[src/hw/bot_pkg.sv]
// Constants, types and the block check for the telegram framer
package bot_pkg;
	// Start code identification field and flag bits
	localparam logic [3:0] BOT_ID_READ = 4'ha;
	localparam logic [3:0] BOT_ID_WRITE = 4'hc;
	localparam int BOT_SC_ADDR_BIT = 0;
	localparam int BOT_SC_FWD_BIT = 1;
	localparam int BOT_SC_ONE_BIT = 2;
	localparam int BOT_SC_FMT_BIT = 3;
	// Answer start codes and fixed answer length field
	localparam logic [7:0] BOT_SC_RSP = 8'h05;
	localparam logic [7:0] BOT_SC_ACK = 8'h06;
	localparam logic [7:0] BOT_SC_NAK = 8'h07;
	localparam logic [7:0] BOT_ACK_LEN = 8'h01;
	// Largest answer length field: 253 data bytes
	localparam logic [7:0] BOT_RSP_MAX_LEN = 8'hfc;
	// Object address group: index high, index low, subindex
	localparam logic [8:0] BOT_GROUP_BYTES = 9'h003;
	localparam logic [15:0] BOT_CRC_POLY = 16'h1021;
	localparam logic [15:0] BOT_CRC_INIT = 16'h0000;
	// Receive gap limit
	localparam int BOT_GAP_US = 5000;
	localparam int BOT_CLK_KHZ = 10000;
	localparam int BOT_GAP_CYCLES = BOT_GAP_US * BOT_CLK_KHZ / 1000;
	// Buffer entry: first flag, last flag, data byte
	localparam int BOT_BUF_W = 10;

	typedef enum logic [1:0] {
		BOT_ANS_RSP,
		BOT_ANS_ACK,
		BOT_ANS_NAK
	} bot_ans_t;

	////////////////////////////////////////////////////////////////
	// Table entry of the upper byte, xor shifted crc, xor byte
	function automatic logic [15:0] bot_crc_next(input logic [15:0] crc, input logic [7:0] b);
		logic [15:0] t;
		t = {crc[15:8], 8'h00};
		for (int i = 0; i < 8; i++) begin
			t = t[15] ? ({t[14:0], 1'b0} ^ BOT_CRC_POLY) : {t[14:0], 1'b0};
		end
		return t ^ {crc[7:0], 8'h00} ^ {8'h00, b};
	endfunction : bot_crc_next
endpackage : bot_pkg

[src/hw/bot_buf.sv]
// Two-entry buffer with valid and ready on both sides
`timescale 1ns/1ns
module bot_buf
	import bot_pkg::*;
(
	// Clock and reset
	input wire logic sys_clk,
	input wire logic rst,
	// Filling side
	input wire logic in_valid,
	output logic in_ready,
	input wire logic [BOT_BUF_W-1:0] in_data,
	// Draining side
	output logic out_valid,
	input wire logic out_ready,
	output logic [BOT_BUF_W-1:0] out_data
);
	typedef struct packed {
		logic [1:0][BOT_BUF_W-1:0] mem;
		logic wp;
		logic rp;
		logic [1:0] cnt;
	} bot_buf_state_t;

	bot_buf_state_t s;
	bot_buf_state_t next_s;
	logic push;
	logic pop;

	assign in_ready = s.cnt != 2'd2;
	assign out_valid = s.cnt != 2'd0;
	assign out_data = s.mem[s.rp];
	assign push = in_valid && in_ready;
	assign pop = out_valid && out_ready;

	always_comb begin
		next_s = s;
		if (push) begin
			next_s.mem[s.wp] = in_data;
			next_s.wp = ~s.wp;
		end
		if (pop) begin
			next_s.rp = ~s.rp;
		end
		next_s.cnt = s.cnt + {1'b0, push} - {1'b0, pop};
	end

	always_ff @(posedge sys_clk or posedge rst) begin
		if (rst) begin
			s <= '0;
		end else begin
			s <= next_s;
		end
	end
endmodule : bot_buf

[src/hw/bot_framer.sv]
// Binary object telegram framer: request parser and answer builder
`timescale 1ns/1ns
module bot_framer
	import bot_pkg::*;
#(
	parameter int GAP_CYCLES = BOT_GAP_CYCLES
) (
	// Clock and reset
	input wire logic sys_clk,
	input wire logic rst,
	// Configuration
	input wire logic multidrop,
	input wire logic [7:0] node_addr,
	// Received byte stream
	input wire logic rx_valid,
	output logic rx_ready,
	input wire logic [7:0] rx_data,
	// Text bytes handed to the command line path
	output logic text_valid,
	output logic [7:0] text_data,
	// Request payload stream
	output logic req_valid,
	input wire logic req_ready,
	output logic [7:0] req_data,
	output logic req_first,
	output logic req_last,
	output logic req_is_write,
	output logic value_format_select,
	// Request end status
	output logic frame_done,
	output logic frame_crc_err,
	output logic frame_len_err,
	output logic frame_timeout,
	// Answer request
	input wire logic ans_start,
	input wire bot_ans_t ans_type,
	input wire logic [7:0] ans_len,
	input wire logic [15:0] ans_err,
	output logic ans_busy,
	// Answer value bytes
	input wire logic ans_valid,
	output logic ans_ready,
	input wire logic [7:0] ans_data,
	// Transmitted byte stream
	output logic tx_valid,
	input wire logic tx_ready,
	output logic [7:0] tx_data
);
	typedef enum logic [2:0] {
		BOT_RX_IDLE,
		BOT_RX_ADDR,
		BOT_RX_LEN,
		BOT_RX_DATA,
		BOT_RX_CRCH,
		BOT_RX_CRCL
	} bot_rx_t;

	typedef enum logic [2:0] {
		BOT_TX_IDLE,
		BOT_TX_SC,
		BOT_TX_LEN,
		BOT_TX_DATA,
		BOT_TX_CRCH,
		BOT_TX_CRCL
	} bot_tx_t;

	typedef struct packed {
		bot_rx_t rx_st;
		logic [15:0] rx_crc;
		logic [7:0] rx_crc_hi;
		logic [7:0] rx_len;
		logic [8:0] rx_idx;
		logic discard;
		logic is_write;
		logic fmt;
		logic [31:0] gap;
		logic text_valid;
		logic [7:0] text_data;
		logic done;
		logic crc_err;
		logic len_err;
		logic timeout;
		bot_tx_t tx_st;
		bot_ans_t tx_type;
		logic [7:0] tx_len;
		logic [7:0] tx_cnt;
		logic [15:0] tx_err;
		logic [15:0] tx_crc;
		logic tx_valid;
		logic [7:0] tx_data;
	} bot_state_t;

	bot_state_t s;
	bot_state_t next_s;
	logic buf_in_valid;
	logic buf_in_ready;
	logic [BOT_BUF_W-1:0] buf_in_data;
	logic [BOT_BUF_W-1:0] buf_out_data;
	logic rx_take;
	logic sc_ok;
	logic tx_free;
	logic ans_take;
	logic [7:0] ans_byte;
	logic [8:0] pay_cnt;

	////////////////////////////////////////////////////////////////
	// Payload buffer

	bot_buf u_buf (
		.sys_clk(sys_clk),
		.rst(rst),
		.in_valid(buf_in_valid),
		.in_ready(buf_in_ready),
		.in_data(buf_in_data),
		.out_valid(req_valid),
		.out_ready(req_ready),
		.out_data(buf_out_data)
	);

	////////////////////////////////////////////////////////////////
	// Handshakes

	// Stalled only while a kept payload byte cannot enter the buffer
	assign rx_ready = (s.rx_st != BOT_RX_DATA) || s.discard || buf_in_ready;
	assign rx_take = rx_valid && rx_ready;
	assign buf_in_valid = rx_valid && (s.rx_st == BOT_RX_DATA) && !s.discard;
	// First and last flags travel with each payload byte
	assign buf_in_data = {s.rx_idx == 9'h000, s.rx_idx == {1'b0, s.rx_len}, rx_data};
	assign pay_cnt = {1'b0, s.rx_len} + 9'h001;

	// Request start: read or write id, bit 2 set, forwarding clear
	assign sc_ok = ((rx_data[7:4] == BOT_ID_READ) || (rx_data[7:4] == BOT_ID_WRITE))
		&& rx_data[BOT_SC_ONE_BIT]
		&& !rx_data[BOT_SC_FWD_BIT];

	// Output register may load when empty or being emptied
	assign tx_free = !s.tx_valid || tx_ready;
	assign ans_ready = tx_free && (s.tx_st == BOT_TX_DATA) && (s.tx_type == BOT_ANS_RSP);
	assign ans_take = ans_ready && ans_valid;
	assign ans_busy = s.tx_st != BOT_TX_IDLE;

	// Data byte source per answer type
	always_comb begin
		unique case (s.tx_type)
			BOT_ANS_RSP: ans_byte = ans_data;
			BOT_ANS_ACK: ans_byte = 8'h00;
			default: ans_byte = (s.tx_cnt == 8'h00) ? s.tx_err[15:8] : s.tx_err[7:0];
		endcase
	end

	////////////////////////////////////////////////////////////////
	// Next state

	always_comb begin
		next_s = s;
		next_s.text_valid = 1'b0;
		next_s.done = 1'b0;
		next_s.timeout = 1'b0;
		// Receive side
		// Byte gap watch runs from the start code on
		if (s.rx_st != BOT_RX_IDLE) begin
			if (rx_take) begin
				next_s.gap = '0;
			end else if (s.gap >= GAP_CYCLES - 1) begin
				next_s.rx_st = BOT_RX_IDLE;
				next_s.timeout = 1'b1;
				next_s.gap = '0;
			end else begin
				next_s.gap = s.gap + 32'd1;
			end
		end
		if (rx_take) begin
			// Check bytes stay out of the running crc
			if (s.rx_st != BOT_RX_CRCH && s.rx_st != BOT_RX_CRCL) begin
				next_s.rx_crc = bot_crc_next(s.rx_crc, rx_data);
			end
			unique case (s.rx_st)
				BOT_RX_IDLE: begin
					if (sc_ok) begin
						next_s.rx_crc = bot_crc_next(BOT_CRC_INIT, rx_data);
						next_s.is_write = rx_data[7:4] == BOT_ID_WRITE;
						next_s.fmt = rx_data[BOT_SC_FMT_BIT];
						next_s.discard = 1'b0;
						next_s.gap = '0;
						next_s.rx_st = rx_data[BOT_SC_ADDR_BIT] ? BOT_RX_ADDR : BOT_RX_LEN;
					end else begin
						// Anything else belongs to the text command path
						next_s.text_valid = 1'b1;
						next_s.text_data = rx_data;
					end
				end
				BOT_RX_ADDR: begin
					next_s.discard = multidrop && (rx_data != node_addr);
					next_s.rx_st = BOT_RX_LEN;
				end
				BOT_RX_LEN: begin
					next_s.rx_len = rx_data;
					next_s.rx_idx = '0;
					next_s.rx_st = BOT_RX_DATA;
				end
				BOT_RX_DATA: begin
					next_s.rx_idx = s.rx_idx + 9'h001;
					// Last byte when the index reaches the length field
					if (s.rx_idx == {1'b0, s.rx_len}) begin
						next_s.rx_st = BOT_RX_CRCH;
					end
				end
				BOT_RX_CRCH: begin
					next_s.rx_crc_hi = rx_data;
					next_s.rx_st = BOT_RX_CRCL;
				end
				BOT_RX_CRCL: begin
					next_s.rx_st = BOT_RX_IDLE;
					next_s.done = !s.discard;
					// Another node's frame leaves the last status alone
					if (!s.discard) begin
						next_s.crc_err = {s.rx_crc_hi, rx_data} != s.rx_crc;
						next_s.len_err = s.is_write ? (pay_cnt < BOT_GROUP_BYTES)
							: ((pay_cnt % BOT_GROUP_BYTES) != 9'h000);
					end
				end
				default: next_s.rx_st = BOT_RX_IDLE;
			endcase
		end
		// Transmit side
		// Byte handed on frees the output register
		if (s.tx_valid && tx_ready) begin
			next_s.tx_valid = 1'b0;
		end
		unique case (s.tx_st)
			BOT_TX_IDLE: begin
				if (ans_start) begin
					next_s.tx_type = ans_type;
					next_s.tx_err = ans_err;
					// Length field is the data byte count minus one
					next_s.tx_len = BOT_ACK_LEN;
					if (ans_type == BOT_ANS_RSP) begin
						next_s.tx_len = (ans_len > BOT_RSP_MAX_LEN) ? BOT_RSP_MAX_LEN : ans_len;
					end
					next_s.tx_st = BOT_TX_SC;
				end
			end
			BOT_TX_SC: begin
				if (tx_free) begin
					unique case (s.tx_type)
						BOT_ANS_RSP: next_s.tx_data = BOT_SC_RSP;
						BOT_ANS_ACK: next_s.tx_data = BOT_SC_ACK;
						default: next_s.tx_data = BOT_SC_NAK;
					endcase
					// Crc restarts from zero with every answer
					next_s.tx_crc = bot_crc_next(BOT_CRC_INIT, next_s.tx_data);
					next_s.tx_valid = 1'b1;
					next_s.tx_st = BOT_TX_LEN;
				end
			end
			BOT_TX_LEN: begin
				if (tx_free) begin
					next_s.tx_data = s.tx_len;
					next_s.tx_crc = bot_crc_next(s.tx_crc, s.tx_len);
					next_s.tx_valid = 1'b1;
					next_s.tx_cnt = '0;
					next_s.tx_st = BOT_TX_DATA;
				end
			end
			BOT_TX_DATA: begin
				if ((s.tx_type == BOT_ANS_RSP) ? ans_take : tx_free) begin
					next_s.tx_data = ans_byte;
					next_s.tx_crc = bot_crc_next(s.tx_crc, ans_byte);
					next_s.tx_valid = 1'b1;
					next_s.tx_cnt = s.tx_cnt + 8'h01;
					if (s.tx_cnt == s.tx_len) begin
						next_s.tx_st = BOT_TX_CRCH;
					end
				end
			end
			BOT_TX_CRCH: begin
				if (tx_free) begin
					next_s.tx_data = s.tx_crc[15:8];
					next_s.tx_valid = 1'b1;
					next_s.tx_st = BOT_TX_CRCL;
				end
			end
			BOT_TX_CRCL: begin
				if (tx_free) begin
					next_s.tx_data = s.tx_crc[7:0];
					next_s.tx_valid = 1'b1;
					next_s.tx_st = BOT_TX_IDLE;
				end
			end
			default: next_s.tx_st = BOT_TX_IDLE;
		endcase
	end

	always_ff @(posedge sys_clk or posedge rst) begin
		if (rst) begin
			s <= '0;
		end else begin
			s <= next_s;
		end
	end

	////////////////////////////////////////////////////////////////
	// Outputs

	assign req_first = buf_out_data[9];
	assign req_last = buf_out_data[8];
	assign req_data = buf_out_data[7:0];
	assign req_is_write = s.is_write;
	assign value_format_select = s.fmt;
	assign text_valid = s.text_valid;
	assign text_data = s.text_data;
	// Error levels hold until the next kept frame ends; done and timeout are one-cycle pulses
	assign frame_done = s.done;
	assign frame_crc_err = s.crc_err;
	assign frame_len_err = s.len_err;
	assign frame_timeout = s.timeout;
	assign tx_valid = s.tx_valid;
	assign tx_data = s.tx_data;
endmodule : bot_framer

[config.mk]
export PLATFORM = sky130hd
export DESIGN_NAME = bot_framer
export DESIGN_NICKNAME = d
export VERILOG_FILES = /design/src/hw/bot_pkg.sv /design/src/hw/bot_buf.sv /design/src/hw/bot_framer.sv
export SDC_FILE = /design/constraint.sdc
export NUM_CORES = 1
export LEC_CHECK = 0
export BUFFER_PORTS_ARGS = -buffer_cell sky130_fd_sc_hd__buf_2
export CORE_UTILIZATION = 60
export CTS_CLUSTER_DIAMETER = 100
export CTS_CLUSTER_SIZE = 16
export DETAILED_ROUTE_END_ITERATION = 10
export PLACE_DENSITY = 0.79
export SLEW_MARGIN = 20
export SYNTH_ARGS = -nofsm -noshare
export SYNTH_HDL_FRONTEND = slang
export SYNTH_SLANG_ARGS = --single-unit
[constraint.sdc]
create_clock -name sys_clk -period 6.6 [get_ports sys_clk]
set_input_delay 1.32 -clock sys_clk [delete_from_list [all_inputs] [get_ports sys_clk]]
set_output_delay 1.32 -clock sys_clk [all_outputs]
set_load 0.01 [all_outputs]
==> out/qor.txt <==
Vias - 8771
Clk_skew - 0.0139 ns
Startpoint Class - flop
Final setup viols - 0
Top FF cell, synth - dfrtp_1
Synth unique cells - 88
Drt total wl - 25000 um
Tcrit/Tclk final - 90.8%
Fmax - 167 MHz
PnR worst setup slack - 0.608 ns
Layout Cells excl Fill - 1438
Ys Warns - 0
Grt total ovfl - 0
Crit path buffers/inverters - 0
Rel. slew slack - 35.5%
Starting density of the core - 61.2%
Post-CTS setup buffers - 0
HPWL Detailed - 17700 um
Crit path cell chain - nand4_2 > nor2_1 > xor2_1 > ha_1 > xnor2_2 > o21a_1 > nor4_1 > a2111oi_1 > a2111oi_2 > nor2_1 > a2bb2oi_1 > o221ai_4 > a21oi_2 > xnor2_1 > ha_1 > or2_2 > a311oi_2 > nor4b_1 > a211o_1 > a31oi_1
Setup tns final - 0 ns
Routed WL per cell - 17.4 um
Iter 0 DRT Violations - 640
Core Box Area - 17300 um^2
Antenna Nets Post-Route - 0
Number of remaining DRC errors - 0
Post-synth EDFFs - 0
DRT Pass-1 Iters - 5
Antenna diodes - 0
Worst VDD drop - 0.287 mV
Crit path time final - 5.99 ns
Seq/Total Area, Yosys - 42.1%
CP peak stage delay - 0.64 ns
Row Count - 48
GR peak layer - met2
Critical Path Sink Type - flop
Max Cap Violations - 0
Post_cts resized - 0
Share of layout cells above drive strength 1 - 18.4%
Cell Area, Synth - 10600 um^2
Crit-path max FO - 12
Syn avg cell area - 9.15 um^2
Gr usage total - 29.2%
Cell-internal power - 3.37 mW
Crit path max-delay cell type - dfrtp_1
Initial antenna violation count - 0
Die Width - 135 um
Cts hold-fix bufs - 0
Gp weighted congestion - 0.934
Power Density - 528 nW/um^2
Vias in the first global route - 8468
Logic pwr share - 52.2%
Mapped Nets - 1228
Clk_lat worst skew - 0.44 ns
Final Core Density - 67.3%
Largest net degree at the start of global routing - 110
Switching power - 2.78 mW
Layout area overhead - 9.83%
Delay-heaviest family, CP - compound AO/OA/AOI/OAI gates
CTS tree - done
GR Util met2 - 46.2%
Lkg Pwr - 5.25 nW
Seq cells post-synth - 178
RSZ-0062 raised after global routing - false
Met1 Use GR - 40.1%
Cts bufs inserted - 17
Die area - 18200 um^2
Req. time, crit path - 6.91 ns
M3 GR Usage - 5.59%
Setup CP Type - reg2reg
Final instance area - 11600 um^2
CTS Buffer Depth - 2
Switching Share - 45.2%
Hold crit path type - reg2reg
Gate Count Post-Synth - 1158
Avg Vias per Cell - 6.10
Die Ht - 135 um
CTS clk-pin slew, worst paths - 0.07 ns
First-pass GRT wire length - 41900 um
Placed insts - 1406
Endpoints failing hold - 0
CTS root buffer - clkbuf_16
Async SR Flop Fraction - 100%
Clock power frac - 16.8%
Dpl ws - 0.672 ns
Placed Area - 11000 um^2
Clock sink total - 178
IO Pins - 96
Number of fill cells - 1344
H-tree depth reported by CTS - 4
Worst-margin pin slew - 0.967 ns
Fin nets - 1270
Input/output buffers - 95
Seq pwr share - 31.0%
Status - complete, no violations
Critical path arrival - 6.30 ns
Final Max Slew Viols - 0
[path summary, 6_finish.rpt]
path                                     from                         to  slack (ns)  cells after the start
max                        s[123]$_DFFE_PP0P_  frame_len_err$_DFFE_PP0P_        0.61                     20
max in group asynchronous                 rst         s[109]$_DFFE_PP0P_        4.45                      3
max reg2reg                s[123]$_DFFE_PP0P_  frame_len_err$_DFFE_PP0P_        0.61                     20
min                         s[36]$_DFFE_PP0P_          s[36]$_DFFE_PP0P_        0.48                      2
min reg2reg                 s[36]$_DFFE_PP0P_          s[36]$_DFFE_PP0P_        0.48                      2
min in group asynchronous                 rst          s[27]$_DFFE_PP0P_        1.11                      2
[worst register-to-register path, cell delays in order (launching register included)]
cell and delay [ns]:
dfrtp_1 0.64, nand4_2 0.33, nor2_1 0.21, xor2_1 0.10, ha_1 0.27, xnor2_2 0.45, o21a_1 0.28, nor4_1 0.10
a2111oi_1 0.46, a2111oi_2 0.11, nor2_1 0.61, a2bb2oi_1 0.34, o221ai_4 0.19, a21oi_2 0.28, xnor2_1 0.21, ha_1 0.28
or2_2 0.28, a311oi_2 0.26, nor4b_1 0.26, a211o_1 0.14, a31oi_1 0.07
[placed cells by master, fill, tap and decap left out, types with 4 or more instances in the layout]
cell type,n
o21a_1,5
o21ai_1,8
inv_1,20
dfrtp_1,178
a21oi_1,46
xnor2_1,77
nand4_1,20
nor3_1,19
nor2_1,93
a211oi_1,8
mux2_2,58
nand2_1,163
ha_1,12
inv_6,5
a31oi_1,10
and3_1,18
a21o_1,4
a211o_1,4
o22ai_1,4
a221o_1,7
nor4_1,9
nand2b_1,8
and2_1,22
or2_2,4
nor3b_1,4
buf_2,95
buf_4,10
a22oi_1,17
clkbuf_16,17
nand3_1,25
or3_1,18
nor2b_1,8
xor2_1,37
o21ai_0,93
[through the flow]
step	total power [mW]	hold slack (ns)
2_1_floorplan	4.43	0.440
3_3_place_gp	4.99	0.453
3_5_place_dp	5.07	0.461
4_1_cts	6.12	0.479
5_1_grt	6.60	0.497
6_report	6.15	0.479
[flip-flops by register name, indices dropped and copies added (netlist names)]
signal / cells
tx_data: 8
text_valid: 1
frame_len_err: 1
tx_valid: 1
frame_timeout: 1
s: 130
req_is_write: 1
frame_done: 1
text_data: 8
u_buf.s: 24
value_format_select: 1
frame_crc_err: 1
[power by group through the flow]
stage | Clock [mW] | Combinational (mW) | Sequential (mW)
final | 1.03 | 3.21 | 1.91
after global routing | 1.10 | 3.54 | 1.96
after CTS | 1.05 | 3.18 | 1.90
after detailed placement | 0 | 3.16 | 1.91
after global placement | 0 | 3.10 | 1.89
after floorplan | 0 | 2.76 | 1.67
[synth_stat cells (3+ instances only)]
| library cell | instances | area, um^2 |
|---|---|---|
| a211o_1 | 4 | 35.0 |
| a211oi_1 | 8 | 60.1 |
| a21o_1 | 4 | 30.0 |
| a21oi_1 | 46 | 230 |
| a221o_1 | 7 | 70.1 |
| a22oi_1 | 17 | 128 |
| a311oi_1 | 3 | 26.3 |
| a31oi_1 | 10 | 62.6 |
| a32o_1 | 3 | 30.0 |
| and2_1 | 22 | 138 |
| and3_1 | 18 | 113 |
| buf_2 | 5 | 25.0 |
| buf_4 | 19 | 143 |
| buf_6 | 3 | 33.8 |
| clkbuf_1 | 54 | 203 |
| dfrtp_1 | 178 | 4450 |
| ha_1 | 12 | 150 |
| inv_1 | 21 | 78.8 |
| mux2_2 | 58 | 653 |
| nand2_1 | 163 | 612 |
| nand2b_1 | 8 | 50.1 |
| nand3_1 | 25 | 125 |
| nand4_1 | 20 | 125 |
| nor2_1 | 93 | 349 |
| nor2b_1 | 8 | 50.1 |
| nor3_1 | 20 | 100 |
| nor3b_1 | 4 | 30.0 |
| nor4_1 | 9 | 56.3 |
| nor4b_1 | 3 | 26.3 |
| o211ai_1 | 3 | 22.5 |
| o21a_1 | 5 | 37.5 |
| o21ai_0 | 93 | 465 |
| o21ai_1 | 8 | 40.0 |
| o21bai_1 | 3 | 22.5 |
| o22ai_1 | 4 | 25.0 |
| o32ai_1 | 3 | 26.3 |
| or2_2 | 4 | 25.0 |
| or3_1 | 18 | 113 |
| xnor2_1 | 77 | 674 |
| xor2_1 | 37 | 324 |
[kinds of logic after synthesis]
| logic type | share of synthesized area, % |
|---|---|
| compound gates | 16.2 |
| xor+xnor | 9.84 |
| fa+ha+maj | 1.42 |
| buf+inv | 4.60 |
| flops | 42.1 |
| mux | 6.36 |
| simple gates | 19.6 |
[layer usage]
| layer | vias up | wire, um |
|---|---|---|
| li1 | 4156 | - |
| met1 | 4223 | 11100 |
| met2 | 335 | 11800 |
| met3 | 57 | 1530 |
| met4 | 0 | 608 |
| met5 | - | 0 |
[area by class of cell]
type	instances	area (um^2)	area share [%]
Clock buffer	17	425	3.66
Tap cell	225	282	2.42
Sequential cell	178	4450	38.3
Clock inverter	15	181	1.56
Inverter	21	83.8	0.721
Timing Repair Buffer	105	551	4.73
Multi-Input combinational cell	877	5660	48.6
Note: power is estimated with default switching activity, not from simulation.
